### config.mk
export PLATFORM = sky130hd
export DESIGN_NAME = ppt_timer
export DESIGN_NICKNAME = d
export VERILOG_FILES = /design/src/hw/ppt_pkg.sv /design/src/hw/ppt_timer.sv /design/src/hw/ppt_down_counter.sv /design/src/hw/ppt_irq_bit.sv
export SDC_FILE = /design/constraint.sdc
export NUM_CORES = 1
export LEC_CHECK = 0
export BUFFER_PORTS_ARGS = -buffer_cell sky130_fd_sc_hd__buf_2
export CAP_MARGIN = 20
export CORE_UTILIZATION = 50
export DETAILED_ROUTE_END_ITERATION = 7
export PLACE_DENSITY = 0.81
export SYNTH_ARGS = -nofsm -noshare
export SYNTH_HDL_FRONTEND = slang
export SYNTH_SLANG_ARGS = --single-unit
### constraint.sdc
create_clock -name clock_in -period 2.3 [get_ports clock_in]
set_clock_uncertainty 0.1 [all_clocks]
set_input_delay 0.46 -clock clock_in [delete_from_list [all_inputs] [get_ports clock_in]]
set_output_delay 0.46 -clock clock_in [all_outputs]
set_load 0.05 [all_outputs]
### src/hw/ppt_pkg.sv
// Package of the prescaled periodic timer: I/O addresses, control field
// layout and reset values.
// Assumes a processor I/O port with 16-bit addresses and 16-bit data.

package ppt_pkg;

    // ------------------------------------------------------------------
    // Widths
    // ------------------------------------------------------------------
    localparam int MAIN_WIDTH = 16;
    localparam int PRESCALE_WIDTH = 4;
    localparam int IO_ADDR_WIDTH = 16;
    localparam int IO_DATA_WIDTH = 16;

    // ------------------------------------------------------------------
    // I/O addresses
    // ------------------------------------------------------------------
    localparam logic [15:0] ADDR_MAIN_COUNT = 16'h0010;
    localparam logic [15:0] ADDR_PERIOD_VALUE = 16'h0011;
    localparam logic [15:0] ADDR_TIMER_CONTROL = 16'h0012;
    localparam logic [15:0] ADDR_IRQ_MASK = 16'h0013;
    localparam logic [15:0] ADDR_IRQ_FLAG = 16'h0014;
    localparam logic [15:0] ADDR_IRQ_FLAG_SET = 16'h0015;

    // ------------------------------------------------------------------
    // Timer control register fields
    // ------------------------------------------------------------------
    localparam int TCR_DIVIDE_LSB = 0;
    localparam int TCR_STOP_BIT = 4;
    localparam int TCR_RELOAD_BIT = 5;
    localparam int TCR_PRESCALE_LSB = 6;

    // Bit of the timer in the interrupt mask and flag registers.
    localparam int IRQ_TIMER_BIT = 0;

    // ------------------------------------------------------------------
    // Reset values
    // ------------------------------------------------------------------
    localparam logic [15:0] RESET_PERIOD = 16'hFFFF;
    localparam logic [15:0] RESET_MAIN = 16'hFFFF;
    localparam logic [3:0] RESET_DIVIDE = 4'h0;
    localparam logic [3:0] RESET_PRESCALE = 4'h0;
    localparam logic [15:0] READ_ZERO = 16'h0000;

endpackage

### src/hw/ppt_timer.sv
// Top of the prescaled periodic timer: I/O register port, prescaler and
// main counter, interrupt flag and mask, and the pulse output.
// Assumes the processor I/O port strobes are one cycle long and synchronous
// to clock_in, which is the processor output clock.
// Assumes a read and a write are never strobed in the same clock, and that
// software samples read data one clock after the read strobe.

`timescale 1ns/1ps

// Notes on behaviour
// - Twenty-bit timer built from a 16-bit main and 4-bit prescale down-counter.
// - Start loads main count from period and prescale count from divide-down.
// - While running, the prescale count falls by one every clock.
// - After prescale reaches zero, reload it and step the main count down.
// - After main count reaches zero, reload it from period; new interval begins.
// - Each main count terminal event sets the timer interrupt flag; the mask gates the request.
// - Each main count terminal event gives a one-clock pulse on the pin.
// - Main count and period are 16-bit registers in I/O space.
// - Prescale and divide-down are 4-bit fields of the control register.
// - Timer interrupt has its own mask bit and settable, clearable flag bit.
module ppt_timer (
    input wire logic clock_in,
    input wire logic reset_in,
    input wire logic [15:0] io_addr_in,
    input wire logic io_write_in,
    input wire logic io_read_in,
    input wire logic [15:0] io_wdata_in,
    output logic [15:0] io_rdata_out,
    output logic timer_irq_out,
    output logic timer_pulse_out
);

    // ------------------------------------------------------------------
    // Address decode
    // ------------------------------------------------------------------
    // Every register is decoded on the full I/O address, so the block never
    // answers at an alias. Strobes may come back to back, one per clock.
    logic wr_main;
    logic wr_period;
    logic wr_control;
    logic wr_mask;
    logic wr_flag;
    logic wr_flag_set;

    assign wr_main = io_write_in && (io_addr_in == ppt_pkg::ADDR_MAIN_COUNT);
    assign wr_period = io_write_in && (io_addr_in == ppt_pkg::ADDR_PERIOD_VALUE);
    assign wr_control = io_write_in && (io_addr_in == ppt_pkg::ADDR_TIMER_CONTROL);
    assign wr_mask = io_write_in && (io_addr_in == ppt_pkg::ADDR_IRQ_MASK);
    assign wr_flag = io_write_in && (io_addr_in == ppt_pkg::ADDR_IRQ_FLAG);
    assign wr_flag_set = io_write_in && (io_addr_in == ppt_pkg::ADDR_IRQ_FLAG_SET);

    // Fields of a control write. The reload bit is a command and is never
    // stored, so it always reads back as zero.
    logic [3:0] wdata_divide;
    logic wdata_stop;
    logic wdata_reload;

    assign wdata_divide = io_wdata_in[ppt_pkg::TCR_DIVIDE_LSB +: ppt_pkg::PRESCALE_WIDTH];
    assign wdata_stop = io_wdata_in[ppt_pkg::TCR_STOP_BIT];
    assign wdata_reload = io_wdata_in[ppt_pkg::TCR_RELOAD_BIT];

    // ------------------------------------------------------------------
    // Configuration registers
    // ------------------------------------------------------------------
    logic [15:0] period_value;
    logic [3:0] divide_down_value;
    logic timer_stopped;
    logic irq_mask;
    logic [15:0] next_period_value;
    logic [3:0] next_divide_down_value;
    logic next_timer_stopped;
    logic next_irq_mask;

    // A new period takes effect at the next reload and never disturbs the
    // running count. The stop bit is written by every control write, so one
    // write that carries the reload command can both load and start.
    // The mask holds a single bit for this timer; its other bits read as zero.
    always_comb begin
        next_period_value = period_value;
        next_divide_down_value = divide_down_value;
        next_timer_stopped = timer_stopped;
        next_irq_mask = irq_mask;
        if (wr_period) begin
            next_period_value = io_wdata_in;
        end
        if (wr_control) begin
            next_divide_down_value = wdata_divide;
            next_timer_stopped = wdata_stop;
        end
        if (wr_mask) begin
            next_irq_mask = io_wdata_in[ppt_pkg::IRQ_TIMER_BIT];
        end
    end

    // Reset leaves the timer stopped so nothing counts before software has
    // programmed the period and the divide-down value.
    always_ff @(posedge clock_in) begin
        if (reset_in) begin
            period_value <= ppt_pkg::RESET_PERIOD;
            divide_down_value <= ppt_pkg::RESET_DIVIDE;
            timer_stopped <= 1'b1;
            irq_mask <= 1'b0;
        end else begin
            period_value <= next_period_value;
            divide_down_value <= next_divide_down_value;
            timer_stopped <= next_timer_stopped;
            irq_mask <= next_irq_mask;
        end
    end

    // ------------------------------------------------------------------
    // Counting stages
    // ------------------------------------------------------------------
    // With divide-down D and period P the prescale count runs from D down to
    // zero and reloads on the next clock, so the main count moves once every
    // D+1 clocks. The main count runs from P down to zero and reloads at its
    // next step, which is the terminal event, so events come every
    // (D+1)*(P+1) clocks.

    logic start_load;
    logic running;
    logic [3:0] prescale_count;
    logic prescale_zero;
    logic [15:0] main_count;
    logic main_zero;
    logic main_step;
    logic terminal;
    logic prescale_load;
    logic [3:0] prescale_load_value;
    logic main_load;
    logic [15:0] main_load_value;

    // The reload command uses the divide-down value written with it, so a
    // single control write both programs and starts the prescaler.
    assign start_load = wr_control && wdata_reload;
    // Clearing the stop bit without the reload command resumes from the
    // frozen counts, which lets software pause and continue an interval.
    assign running = !timer_stopped;
    assign main_step = running && prescale_zero;
    assign terminal = main_step && main_zero;

    // Load priority: the reload command beats everything, then a software
    // write of the main count, then the terminal reload. A software write in
    // the clock of a terminal event still lets that event be flagged.
    always_comb begin
        prescale_load = 1'b0;
        prescale_load_value = divide_down_value;
        main_load = 1'b0;
        main_load_value = period_value;
        if (start_load) begin
            prescale_load = 1'b1;
            prescale_load_value = wdata_divide;
            main_load = 1'b1;
        end else begin
            if (main_step) begin
                prescale_load = 1'b1;
            end
            if (wr_main) begin
                main_load = 1'b1;
                main_load_value = io_wdata_in;
            end else if (terminal) begin
                main_load = 1'b1;
            end
        end
    end

    // The prescale stage counts every clock while the timer runs; inside the
    // counter a load beats a decrement, so the reload never loses a clock.
    ppt_down_counter #(
        .WIDTH(ppt_pkg::PRESCALE_WIDTH)
    ) u_prescale (
        .clock_in(clock_in),
        .reset_in(reset_in),
        .reset_value_in(ppt_pkg::RESET_PRESCALE),
        .load_in(prescale_load),
        .load_value_in(prescale_load_value),
        .dec_in(running),
        .count_out(prescale_count),
        .zero_out(prescale_zero)
    );

    // The main stage steps only in the clock after the prescale stage has
    // reached zero.
    ppt_down_counter #(
        .WIDTH(ppt_pkg::MAIN_WIDTH)
    ) u_main (
        .clock_in(clock_in),
        .reset_in(reset_in),
        .reset_value_in(ppt_pkg::RESET_MAIN),
        .load_in(main_load),
        .load_value_in(main_load_value),
        .dec_in(main_step),
        .count_out(main_count),
        .zero_out(main_zero)
    );

    // ------------------------------------------------------------------
    // Interrupt and pulse
    // ------------------------------------------------------------------
    logic irq_flag;
    logic pulse;
    logic next_pulse;
    logic sw_set_flag;
    logic sw_clear_flag;

    // Both flag addresses act only on the timer bit; a write with that bit
    // low leaves the flag alone.
    assign sw_set_flag = wr_flag_set && io_wdata_in[ppt_pkg::IRQ_TIMER_BIT];
    assign sw_clear_flag = wr_flag && io_wdata_in[ppt_pkg::IRQ_TIMER_BIT];

    // A terminal event in the clock of a software clear sets the flag again,
    // so no event is lost to a late clear.
    ppt_irq_bit u_irq (
        .clock_in(clock_in),
        .reset_in(reset_in),
        .hw_set_in(terminal),
        .sw_set_in(sw_set_flag),
        .sw_clear_in(sw_clear_flag),
        .flag_out(irq_flag)
    );

    // The mask gates only the request line; the flag keeps recording events
    // while masked, so software can still poll it.
    assign timer_irq_out = irq_flag && irq_mask;

    // The pulse is registered so the pin never glitches on decode hazards; it
    // rises one clock after the terminal event, together with the flag.
    always_comb begin
        next_pulse = terminal;
    end

    always_ff @(posedge clock_in) begin
        if (reset_in) begin
            pulse <= 1'b0;
        end else begin
            pulse <= next_pulse;
        end
    end

    assign timer_pulse_out = pulse;

    // ------------------------------------------------------------------
    // Read port
    // ------------------------------------------------------------------
    logic [15:0] rdata;
    logic [15:0] next_rdata;
    logic [15:0] control_word;

    // The prescale field is read-only and shows the live prescale count.
    always_comb begin
        control_word = ppt_pkg::READ_ZERO;
        control_word[ppt_pkg::TCR_DIVIDE_LSB +: ppt_pkg::PRESCALE_WIDTH] = divide_down_value;
        control_word[ppt_pkg::TCR_STOP_BIT] = timer_stopped;
        control_word[ppt_pkg::TCR_PRESCALE_LSB +: ppt_pkg::PRESCALE_WIDTH] = prescale_count;
    end

    // Unmapped addresses and idle cycles read as zero, so the read data of
    // several blocks on one port can simply be ORed together.
    always_comb begin
        next_rdata = ppt_pkg::READ_ZERO;
        if (io_read_in) begin
            case (io_addr_in)
                ppt_pkg::ADDR_MAIN_COUNT: begin
                    next_rdata = main_count;
                end
                ppt_pkg::ADDR_PERIOD_VALUE: begin
                    next_rdata = period_value;
                end
                ppt_pkg::ADDR_TIMER_CONTROL: begin
                    next_rdata = control_word;
                end
                ppt_pkg::ADDR_IRQ_MASK: begin
                    next_rdata[ppt_pkg::IRQ_TIMER_BIT] = irq_mask;
                end
                // Reading the flag has no side effect; only a write of one clears it.
                ppt_pkg::ADDR_IRQ_FLAG: begin
                    next_rdata[ppt_pkg::IRQ_TIMER_BIT] = irq_flag;
                end
                // The set address is a write-only strobe.
                ppt_pkg::ADDR_IRQ_FLAG_SET: begin
                    next_rdata = ppt_pkg::READ_ZERO;
                end
                default: begin
                    next_rdata = ppt_pkg::READ_ZERO;
                end
            endcase
        end
    end

    // Registered read data costs one clock of latency but keeps decode
    // hazards off the bus.
    always_ff @(posedge clock_in) begin
        if (reset_in) begin
            rdata <= ppt_pkg::READ_ZERO;
        end else begin
            rdata <= next_rdata;
        end
    end

    assign io_rdata_out = rdata;

endmodule // ppt_timer

### src/hw/ppt_down_counter.sv
// Loadable down-counter with a terminal flag, used for both timer stages.
// Assumes load and decrement requests come from logic on the same clock.

`timescale 1ns/1ps

module ppt_down_counter #(
    parameter int WIDTH = 16
) (
    input wire logic clock_in,
    input wire logic reset_in,
    input wire logic [WIDTH-1:0] reset_value_in,
    input wire logic load_in,
    input wire logic [WIDTH-1:0] load_value_in,
    input wire logic dec_in,
    output logic [WIDTH-1:0] count_out,
    output logic zero_out
);

    logic [WIDTH-1:0] count;
    logic [WIDTH-1:0] next_count;

    // Load takes priority so software and reload always see the new value.
    always_comb begin
        next_count = count;
        if (load_in) begin
            next_count = load_value_in;
        end else if (dec_in) begin
            next_count = count - {{(WIDTH-1){1'b0}}, 1'b1};
        end
    end

    always_ff @(posedge clock_in) begin
        if (reset_in) begin
            count <= reset_value_in;
        end else begin
            count <= next_count;
        end
    end

    assign count_out = count;
    assign zero_out = (count == {WIDTH{1'b0}});

endmodule // ppt_down_counter

### src/hw/ppt_irq_bit.sv
// One interrupt flag with hardware set, software set and software clear.
// Assumes all requests are single-cycle strobes on the same clock.

`timescale 1ns/1ps

module ppt_irq_bit (
    input wire logic clock_in,
    input wire logic reset_in,
    input wire logic hw_set_in,
    input wire logic sw_set_in,
    input wire logic sw_clear_in,
    output logic flag_out
);

    logic flag;
    logic next_flag;

    // A set in the same cycle as a clear wins, so no event is lost.
    always_comb begin
        next_flag = flag;
        if (sw_clear_in) begin
            next_flag = 1'b0;
        end
        if (hw_set_in || sw_set_in) begin
            next_flag = 1'b1;
        end
    end

    always_ff @(posedge clock_in) begin
        if (reset_in) begin
            flag <= 1'b0;
        end else begin
            flag <= next_flag;
        end
    end

    assign flag_out = flag;

endmodule // ppt_irq_bit

# Word level (Yosys, flattened, before mapping)
# Cells that the tools add are included.
[word_totals] regBits=60 latchBits=0 ram_bits=0 rom_bits=0 in_bits=36 output_inout_bits=18 word_cells=54 n_memories=0
[classes] addsub=2 n_mul=0 div=0 n_lt_le_gt_ge=0 eq_ne=7 shift=0 mux=16 n_bitwise=1 n_reduce_logical=19
[ops] op="equality test 16 x 5 -> 1 bit, second input constant" n=6
[ops] op="2-to-1 mux 16 bit" n=4
[ops] op="one-hot mux 15 bit (3 select lines)" n=1
[ops] op="logical NOT 16 bit" n=1
[ops] op="subtractor 16 x 1 -> 16 bit, second input constant" n=1
[ops] op="logical AND 1 bit" n=12
[ops] op="2-to-1 mux 4 bit" n=3
[ops] op="2-to-1 mux 1 bit" n=7
[ops] op="one-hot mux 1 bit (5 select lines)" n=1
[ops] op="logical NOT 4 bit" n=1
[ops] op="nonzero test 2 bit" n=2
[ops] op="subtractor 4 x 1 -> 4 bit, second input constant" n=1
[ops] op="inequality test 2 x 1 -> 1 bit, second input constant" n=1
[ops] op="OR reduction 2 bit" n=1
[ops] op="logical NOT 1 bit" n=1
[ops] op="logical OR 1 bit" n=1
[ops] op="NOT 1 bit" n=1

# Logic depth before layout (Yosys ltp)
# Gate-level depths: netlist of run 1.
[depth] depth_word=7 ltp_mapped=9 ltp_nobuf=8

# Cells and area by module
# From an unflattened synthesis of run 1, not the netlist that was laid out.
[unflattened] hier_cells=427 area_unflattened_um2=3623.5
[by_module_without_submodules] mod="ppt_timer" n_inst=1 cells_each=274 area_per_inst_um2=2150.8
[by_module_without_submodules] mod="ppt_down_counter (u_main)" n_inst=1 cells_each=122 area_per_inst_um2=1171.1
[by_module_without_submodules] mod="ppt_down_counter (u_prescale)" n_inst=1 cells_each=27 area_per_inst_um2=266.5
[by_module_without_submodules] mod="ppt_irq_bit" n_inst=1 cells_each=4 area_per_inst_um2=35.0

# Worst setup path after synthesis of run 1
# Ideal clock, no wire load.
[synth_timing] path_type="input to register" startpoint="input io_addr_in[3]" endpoint="register period_value[10]" t_arrival_ps=1916 t_required_ps=2071 slack_ps=155 path_stages=7 cell_sequence="nor4b_4 nand4_4 nor4_1 buf_4 buf_6 mux2i_1 nand2_1"
[synth_via] elab_chain_cells=2
[synth_lines] element="from (decl)" line_no="ppt_timer.sv:24" source="input wire logic [15:0] io_addr_in,"
[synth_lines] element="equality test 16 x 5 -> 1 bit" line_no="ppt_timer.sv:46" source="assign wr_period = io_write_in && (io_addr_in == ppt_pkg::ADDR_PERIOD_VALUE);"
[synth_lines] element="logical AND 1 bit" line_no="ppt_timer.sv:46"
[synth_lines] element="to (signal assigned)" line_no="ppt_timer.sv:99" source="period_value <= ppt_pkg::RESET_PERIOD;"
[synth_lines] element="to (signal assigned)" line_no="ppt_timer.sv:104" source="period_value <= next_period_value;"
[synth_lines] element="to (decl)" line_no="ppt_timer.sv:65" source="logic [15:0] period_value;"
# No other way between the ends.
# A chain may end at the register's enable or synchronous reset.

# Final worst setup path of run 1
[layout_timing] startpoint="register u_prescale.count[0] (netlist: u_prescale.count_out[0])" endpoint="register u_main.count[4] (netlist: u_main.count_out[4])"
[layout_via] elab_chain_cells=7
[layout_lines] element="from (decl)" line_no="ppt_down_counter.sv:19" source="logic [WIDTH-1:0] count;"
[layout_lines] element="from (signal assigned)" line_no="ppt_down_counter.sv:34" source="count <= reset_value_in;"
[layout_lines] element="from (signal assigned)" line_no="ppt_down_counter.sv:36" source="count <= next_count;"
[layout_lines] element="logical NOT 4 bit *" line_no="ppt_down_counter.sv:41" source="assign zero_out = (count == {WIDTH{1'b0}});"
[layout_lines] element="logical AND 1 bit *" line_no="ppt_timer.sv:139" source="assign main_step = running && prescale_zero;"
[layout_lines] element="logical AND 1 bit" line_no="ppt_timer.sv:140" source="assign terminal = main_step && main_zero;"
[layout_lines] element="2-to-1 mux 1 bit" line_no="ppt_timer.sv:161" source="end else if (terminal) begin"
[layout_lines] element="2-to-1 mux 1 bit" line_no="ppt_timer.sv:158" source="if (wr_main) begin"
[layout_lines] element="2-to-1 mux 1 bit" line_no="ppt_timer.sv:150" source="if (start_load) begin"
[layout_lines] element="2-to-1 mux 16 bit or nonzero test 2 bit (tied branches)"
[layout_lines] element="to (signal assigned)" line_no="ppt_down_counter.sv:34"
[layout_lines] element="to (signal assigned)" line_no="ppt_down_counter.sv:36"
[layout_lines] element="to (decl)" line_no="ppt_down_counter.sv:19"
# Mark *: on every way between the ends. The rest lies on a longest branch, timed or not.

==> flow_summary_export.csv, run 1 <==
group,metric,value,unit
setup_path,cp-end-kind,"register",
clock_tree,clkSlewWorstSetupHoldPaths,70,ps
drt,post_drt_via_cell_ratio,5.971,
layout,instances_no_fill,512,
die,ios,54,
sta,finalCriticalPeriod,2236,ps
synth,synth_edf_count,0,
sta,slew_violations,0,
setup_path,r2r-end,"u_main.count_out[4]$_SDFFE_PP1P_",
setup_path,critPathKind,"reg2reg",
sta,hold_slack,243.8,ps
setup_path,critical-path-top-delay-family,"simple AND/OR/NAND/NOR gates",
die,rows,28,
place,gp_congestion,0.9447,
synth,synth_nets,393,
clock_tree,max-clock-path-buffers,2,
place,dp_cells,495,
pwr,power_density,528.6,mW/mm2
pwr,fin_total_pwr,0.002042,W
synth,yosysMostFrequentCell,"dfxtp_1",
die,die-area,0.006617,mm2
layout,antennaDiodeCount,0,
grt,grt_usage,0.2827,
synth,yosysWarnings,0,
status,outcome,"completed",
min_path,hp-start,"io_wdata_in[14]",
clock_tree,h-tree-depth,3,
synth,yosys.area.top_type,"dfxtp_1",
min_path,holdPathEnd,"period_value[14]$_SDFFE_PP1P_",
min_path,whs_path_depth,3,
layout,multi_input_area,0.001826,mm2
layout,finalInstanceArea,0.003864,mm2
grt,grt_pass1_vias,2977,
clock_tree,cts.sinks,60,
layout,layout.nets,472,
grt,grt_overflow,0,
die,chipWidth,81.35,um
synth,synth.distinct_cells,59,
sta,slew_headroom,0.6615,
pwr,vdd_drop_max,0.3435,mV
die,core,0.005991,mm2
synth,ys_seq_elements,60,
clock_tree,root_buffer,"clkbuf_8",
synth,synth_area_per_cell,8.918,um2
clock_tree,numCtsBuffers,9,
layout,seq_area,0.001201,mm2
drt,drt_wl_total,8729,um
synth,synth-main-ff-cell,"dfxtp_1",
drt,drtPass1Iterations,5,
setup_path,r2r_start,"u_prescale.count_out[0]$_SDFFE_PP0P_",
setup_path,r2r_slack,60,ps
synth,syn_area,0.003148,mm2
grt,grt_pass1_wl,14030,um
clock_tree,cts_tree,"yes",
grt,grt_max_degree,20,
pwr,p_leak,1.530,nW
setup_path,cp_max_fo,5,
drt,detail-route-antenna-nets,0,
clock_tree,cts_hold_buf,0,
place,hpwl,6420,um
synth,synthCells,353,
setup_path,worst_path_max_delay_cell,"or4b_4",
clock_tree,insertion_delay,340,ps
setup_path,required,2430,ps
setup_path,rr_worst_depth,7,
setup_path,crit_path_start_kind,"register",
sta,hold_viol,0,
drt,vias,3057,
sta,max_freq,447.2,MHz
sta,grt_setup_unrepaired,"yes",
drt,wl_per_cell,17.05,um
setup_path,path_buf_inv,2,
layout,fin_util,0.6449,
layout,fill_cells,516,
synth,synthTopCellsByArea,"dfxtp_1 (38%), mux2i_1 (9.2%), nor2_1 (6.4%)",
setup_path,cp_cell_sequence,"inv_1 > ha_1 > or4b_4 > buf_4 > or3_4 > and3_1 > o221a_1",
grt,antenna_found_initial,0,
sta,setup_violations,0,
layout,layout-drive-gt1-share,0.2838,
setup_path,cp.arrival,2370,ps
synth,async_flop_share,0,
sta,min_period_over_period,0.9723,
run,maxCapViolations,0,
synth,netlist.area_leader.share,0.3816,
place,placed_area,0.003654,mm2
drt,drc,0,
drt,drt_first_iter_violations,285,
die,chipHeight,81.35,um
sta,worst_slew_pin_slew,507.7,ps
die,start_util,0.5255,
min_path,hold_class,"in2reg",
synth,synth_common_cells,"dfxtp_1 (60), nor2_1 (54), mux2i_1 (29)",
place,io_buffer_count,53,
synth,ys_seq_area_frac,0.3816,
setup_path,slowest_delay,510,ps
layout,area_delta_synth_final,22.73,%
-- metrics by stage --
step	setup TNS, ps	worst slack (ps)
floorplan	0	154.9
global placement	0	56.20
detailed placement	-91.80	-70.75
CTS	0	19.44
global route	-69.42	-23.93
finish	0	63.73
-- cells by family (layout without fill, tap and decap cells) --
family          Yosys count  count (layout)  share of synthesized area
simple gates            145             145                     0.2603
compound gates           73              73                     0.1626
flops                    60              60                     0.3816
mux                      30              30                    0.09579
buf+inv                  28             112                    0.04769
xor+xnor                 13              13                    0.03617
fa+ha+maj                 4               4                    0.01590
-- routing by layer --
| layer | vias up | GRT usage | share of wire |
|---|---|---|---|
| met5 | - | 0 | 0 |
| met4 | 0 | 0.1089 | 0.019 |
| met3 | 20 | 0.08989 | 0.081 |
| met2 | 140 | 0.4758 | 0.48 |
| met1 | 1446 | 0.3315 | 0.42 |
| li1 | 1451 | - | - |
-- cell usage in the layout, fill, tap and decap left out, types with 11 or more instances in the layout --
cell      instances
mux2i_1          29
clkbuf_8         11
nand2_1          27
nor3_1           11
dfxtp_1          60
buf_2            53
a21oi_1          19
nor2_1           54
buf_4            32
-- worst min-delay path: stages --
cell and delay (ps):
buf_2 90, mux2i_1 60, nand2_1 50
-- what timing repair did --
action,CTS,global route
endpoints found under the setup margin,0,11
gates resized for setup,0,3
setup buffers,0,1
-- worst max-delay path by stage --
stage	startpoint	end	slack [ps]	cells after the start
3_5_place_dp	io_addr_in[3]	u_main.count_out[12]$_SDFFE_PP1P_	-70	7
2_1_floorplan	io_addr_in[3]	period_value[10]$_SDFFE_PP1P_	150	7
5_1_grt	u_prescale.count_out[0]$_SDFFE_PP0P_	u_main.count_out[14]$_SDFFE_PP1P_	-20	8
6_report	u_prescale.count_out[0]$_SDFFE_PP0P_	u_main.count_out[4]$_SDFFE_PP1P_	60	7
4_1_cts	u_prescale.count_out[0]$_SDFFE_PP0P_	u_main.count_out[12]$_SDFFE_PP1P_	20	8
3_3_place_gp	io_addr_in[3]	period_value[1]$_SDFFE_PP1P_	60	7
-- area by class of cell --
class / instances / share of cell area
clock buffer: 13 / 0.04113
clock inverter: 3 / 0.005505
inverter: 10 / 0.009715
multi-input combinational: 265 / 0.4725
sequential: 60 / 0.3109
tap: 75 / 0.02429
timing repair buffer: 86 / 0.1360
-- report_power, final --
part	internal (W)	switching [W]	leakage (nW)	total [W]
combinational	0.0000479	0.0000720	0.956	0.000120
sequential	0.00104	0.00000169	0.485	0.00104
clock	0.000451	0.000429	0.0896	0.000880
-- registers in the layout, indices dropped and copies added, names as in the netlist --
signal	count
divide_down_value	4
io_rdata_out	16
irq_mask	1
period_value	16
timer_pulse_out	1
timer_stopped	1
u_irq.flag_out	1
u_main.count_out	16
u_prescale.count_out	4
No activity file was read; power rests on OpenSTA's default activity.
==> run 2, diff against run 1 <==
--- a/config.mk
+++ b/config.mk
@@ -10,6 +10,7 @@
 export CORE_UTILIZATION = 50
 export DETAILED_ROUTE_END_ITERATION = 7
 export PLACE_DENSITY = 0.81
+export RECOVER_POWER = 25
 export SYNTH_ARGS = -nofsm -noshare
 export SYNTH_HDL_FRONTEND = slang
 export SYNTH_SLANG_ARGS = --single-unit
==> flow_summary_export.csv, run 2 (same netlist as run 1, synthesis figures left out) <==
group,metric,value,unit
drt,drt_first_iter_violations,301,
layout,layout_common_cells,"dfxtp_1 (60), nor2_1 (54), buf_2 (35)",
sta,hold_slack,245.9,ps
sta,setup_violations,0,
drt,drc,0,
layout,final_common_cell,"dfxtp_1",
die,ios,54,
setup_path,required,2430,ps
grt,antenna_found_initial,0,
grt,gr-usage-met2,0.4758,
clock_tree,insertion_delay,340,ps
place,placed_area,0.003654,mm2
sta,slew_headroom,0.5988,
setup_path,critPathKind,"reg2reg",
run,maxCapViolations,0,
die,chipHeight,81.35,um
die,core,0.005991,mm2
sta,tns,0,ps
pwr,p_leak,1.452,nW
status,outcome,"completed",
setup_path,crit_path_start_kind,"register",
setup_path,cp_max_fo,5,
sta,worst_slew_pin_slew,604.3,ps
drt,detail-route-antenna-nets,0,
layout,layout.nets,472,
clock_tree,cts.sinks,60,
drt,drtPass1Iterations,5,
sta,finalCriticalPeriod,2231,ps
layout,area_delta_synth_final,22.02,%
place,gp_congestion,0.9447,
die,chipWidth,81.35,um
sta,max_freq,448.2,MHz
sta,hold_viol,0,
grt,grt_usage,0.2827,
die,die-area,0.006617,mm2
drt,wl_per_cell,17.01,um
clock_tree,numCtsBuffers,9,
drt,drt_wl_total,8707,um
sta,slew_violations,0,
setup_path,cp-end-kind,"register",
layout,finalInstanceArea,0.003841,mm2
pwr,power_density,530.9,mW/mm2
drt,post_drt_via_cell_ratio,5.949,
place,hpwl,6420,um
min_path,hold_class,"in2reg",
clock_tree,cts_tree,"yes",
layout,antennaDiodeCount,0,
clock_tree,max-clock-path-buffers,2,
grt,met3_usage,0.08989,
grt,grt_max_degree,20,
sta,grt_setup_unrepaired,"yes",
grt,grt_overflow,0,
grt,met1_usage,0.3315,
clock_tree,root_buffer,"clkbuf_8",
place,io_buffer_count,53,
grt,grt_pass1_vias,2977,
sta,min_period_over_period,0.9701,
layout,layout-drive-gt1-share,0.2426,
grt,grt_pass1_wl,14030,um
drt,vias,3046,
setup_path,cp.arrival,2360,ps
pwr,vdd_drop_max,0.3443,mV
die,rows,28,
clock_tree,clkSlewWorstSetupHoldPaths,70,ps
die,start_util,0.5255,
clock_tree,h-tree-depth,3,
grt,grt.busiest_layer,"met2",
==> run 2: cell types whose count changed in the layout (fill, tap and decap cells not counted), sizes merged <==
cell and change:
buf -18, clkbuf +18
==> run 2: routing by layer <==
metal | up-vias | share of wire
met5 | - | 0
met4 | 0 | 0.020
met3 | 22 | 0.083
met2 | 140 | 0.47
met1 | 1433 | 0.42
li1 | 1451 | -
==> run 2: worst paths after layout <==
kind / start / endpoint / slack (ps) / cells past startpoint
setup / recovery: u_prescale.count_out[0]$_SDFFE_PP0P_ / u_main.count_out[4]$_SDFFE_PP1P_ / 70 / 7
hold / removal: io_wdata_in[14] / period_value[14]$_SDFFE_PP1P_ / 250 / 3
setup reg to reg: u_prescale.count_out[0]$_SDFFE_PP0P_ / u_main.count_out[4]$_SDFFE_PP1P_ / 70 / 7
hold reg to reg: period_value[12]$_SDFFE_PP1P_ / period_value[12]$_SDFFE_PP1P_ / 410 / 2
==> run 2: cell type report <==
class,instances,area [um2]
Sequential cell,60,1201
Clock buffer,13,158.9
Clock inverter,3,21.27
Timing Repair Buffer,86,503.0
Tap cell,75,93.84
Inverter,10,37.54
Multi-Input combinational cell,265,1826
Fill cell,526,2150
==> run 2: power by group <==
| group | internal (W) | switching (W) | leakage [nW] |
|---|---|---|---|
| logic | 0.0000476 | 0.0000718 | 0.878 |
| clock network | 0.000451 | 0.000426 | 0.0896 |
| registers | 0.00104 | 0.00000166 | 0.485 |
==> run 2: stage by stage <==
step | util | setup slack, ps | total power [W] | std cells
after floorplan | - | 154.9 | 0.001116 | 353
after global placement | 0.6099 | 56.20 | 0.001181 | 495
after detailed placement | 0.6099 | -70.75 | 0.001184 | 495
after CTS | 0.6399 | 19.44 | 0.002044 | 511
after global routing | 0.6412 | -23.93 | 0.002091 | 512
final | 0.6412 | 68.87 | 0.002039 | 512
==> run 2: worst max-delay path, cell delays in order, from the launching register on <==
cell and delay (ps):
dfxtp_1 310, inv_1 80, ha_1 170, or4b_4 510, buf_4 180, or3_4 410, and3_1 160, o221a_1 200
==> run 2: timing repair <==
action	in CTS	in global routing
setup endpoints to repair	0	11
setup buffers	0	1
gates resized for setup	0	3
hold buffers	0	0
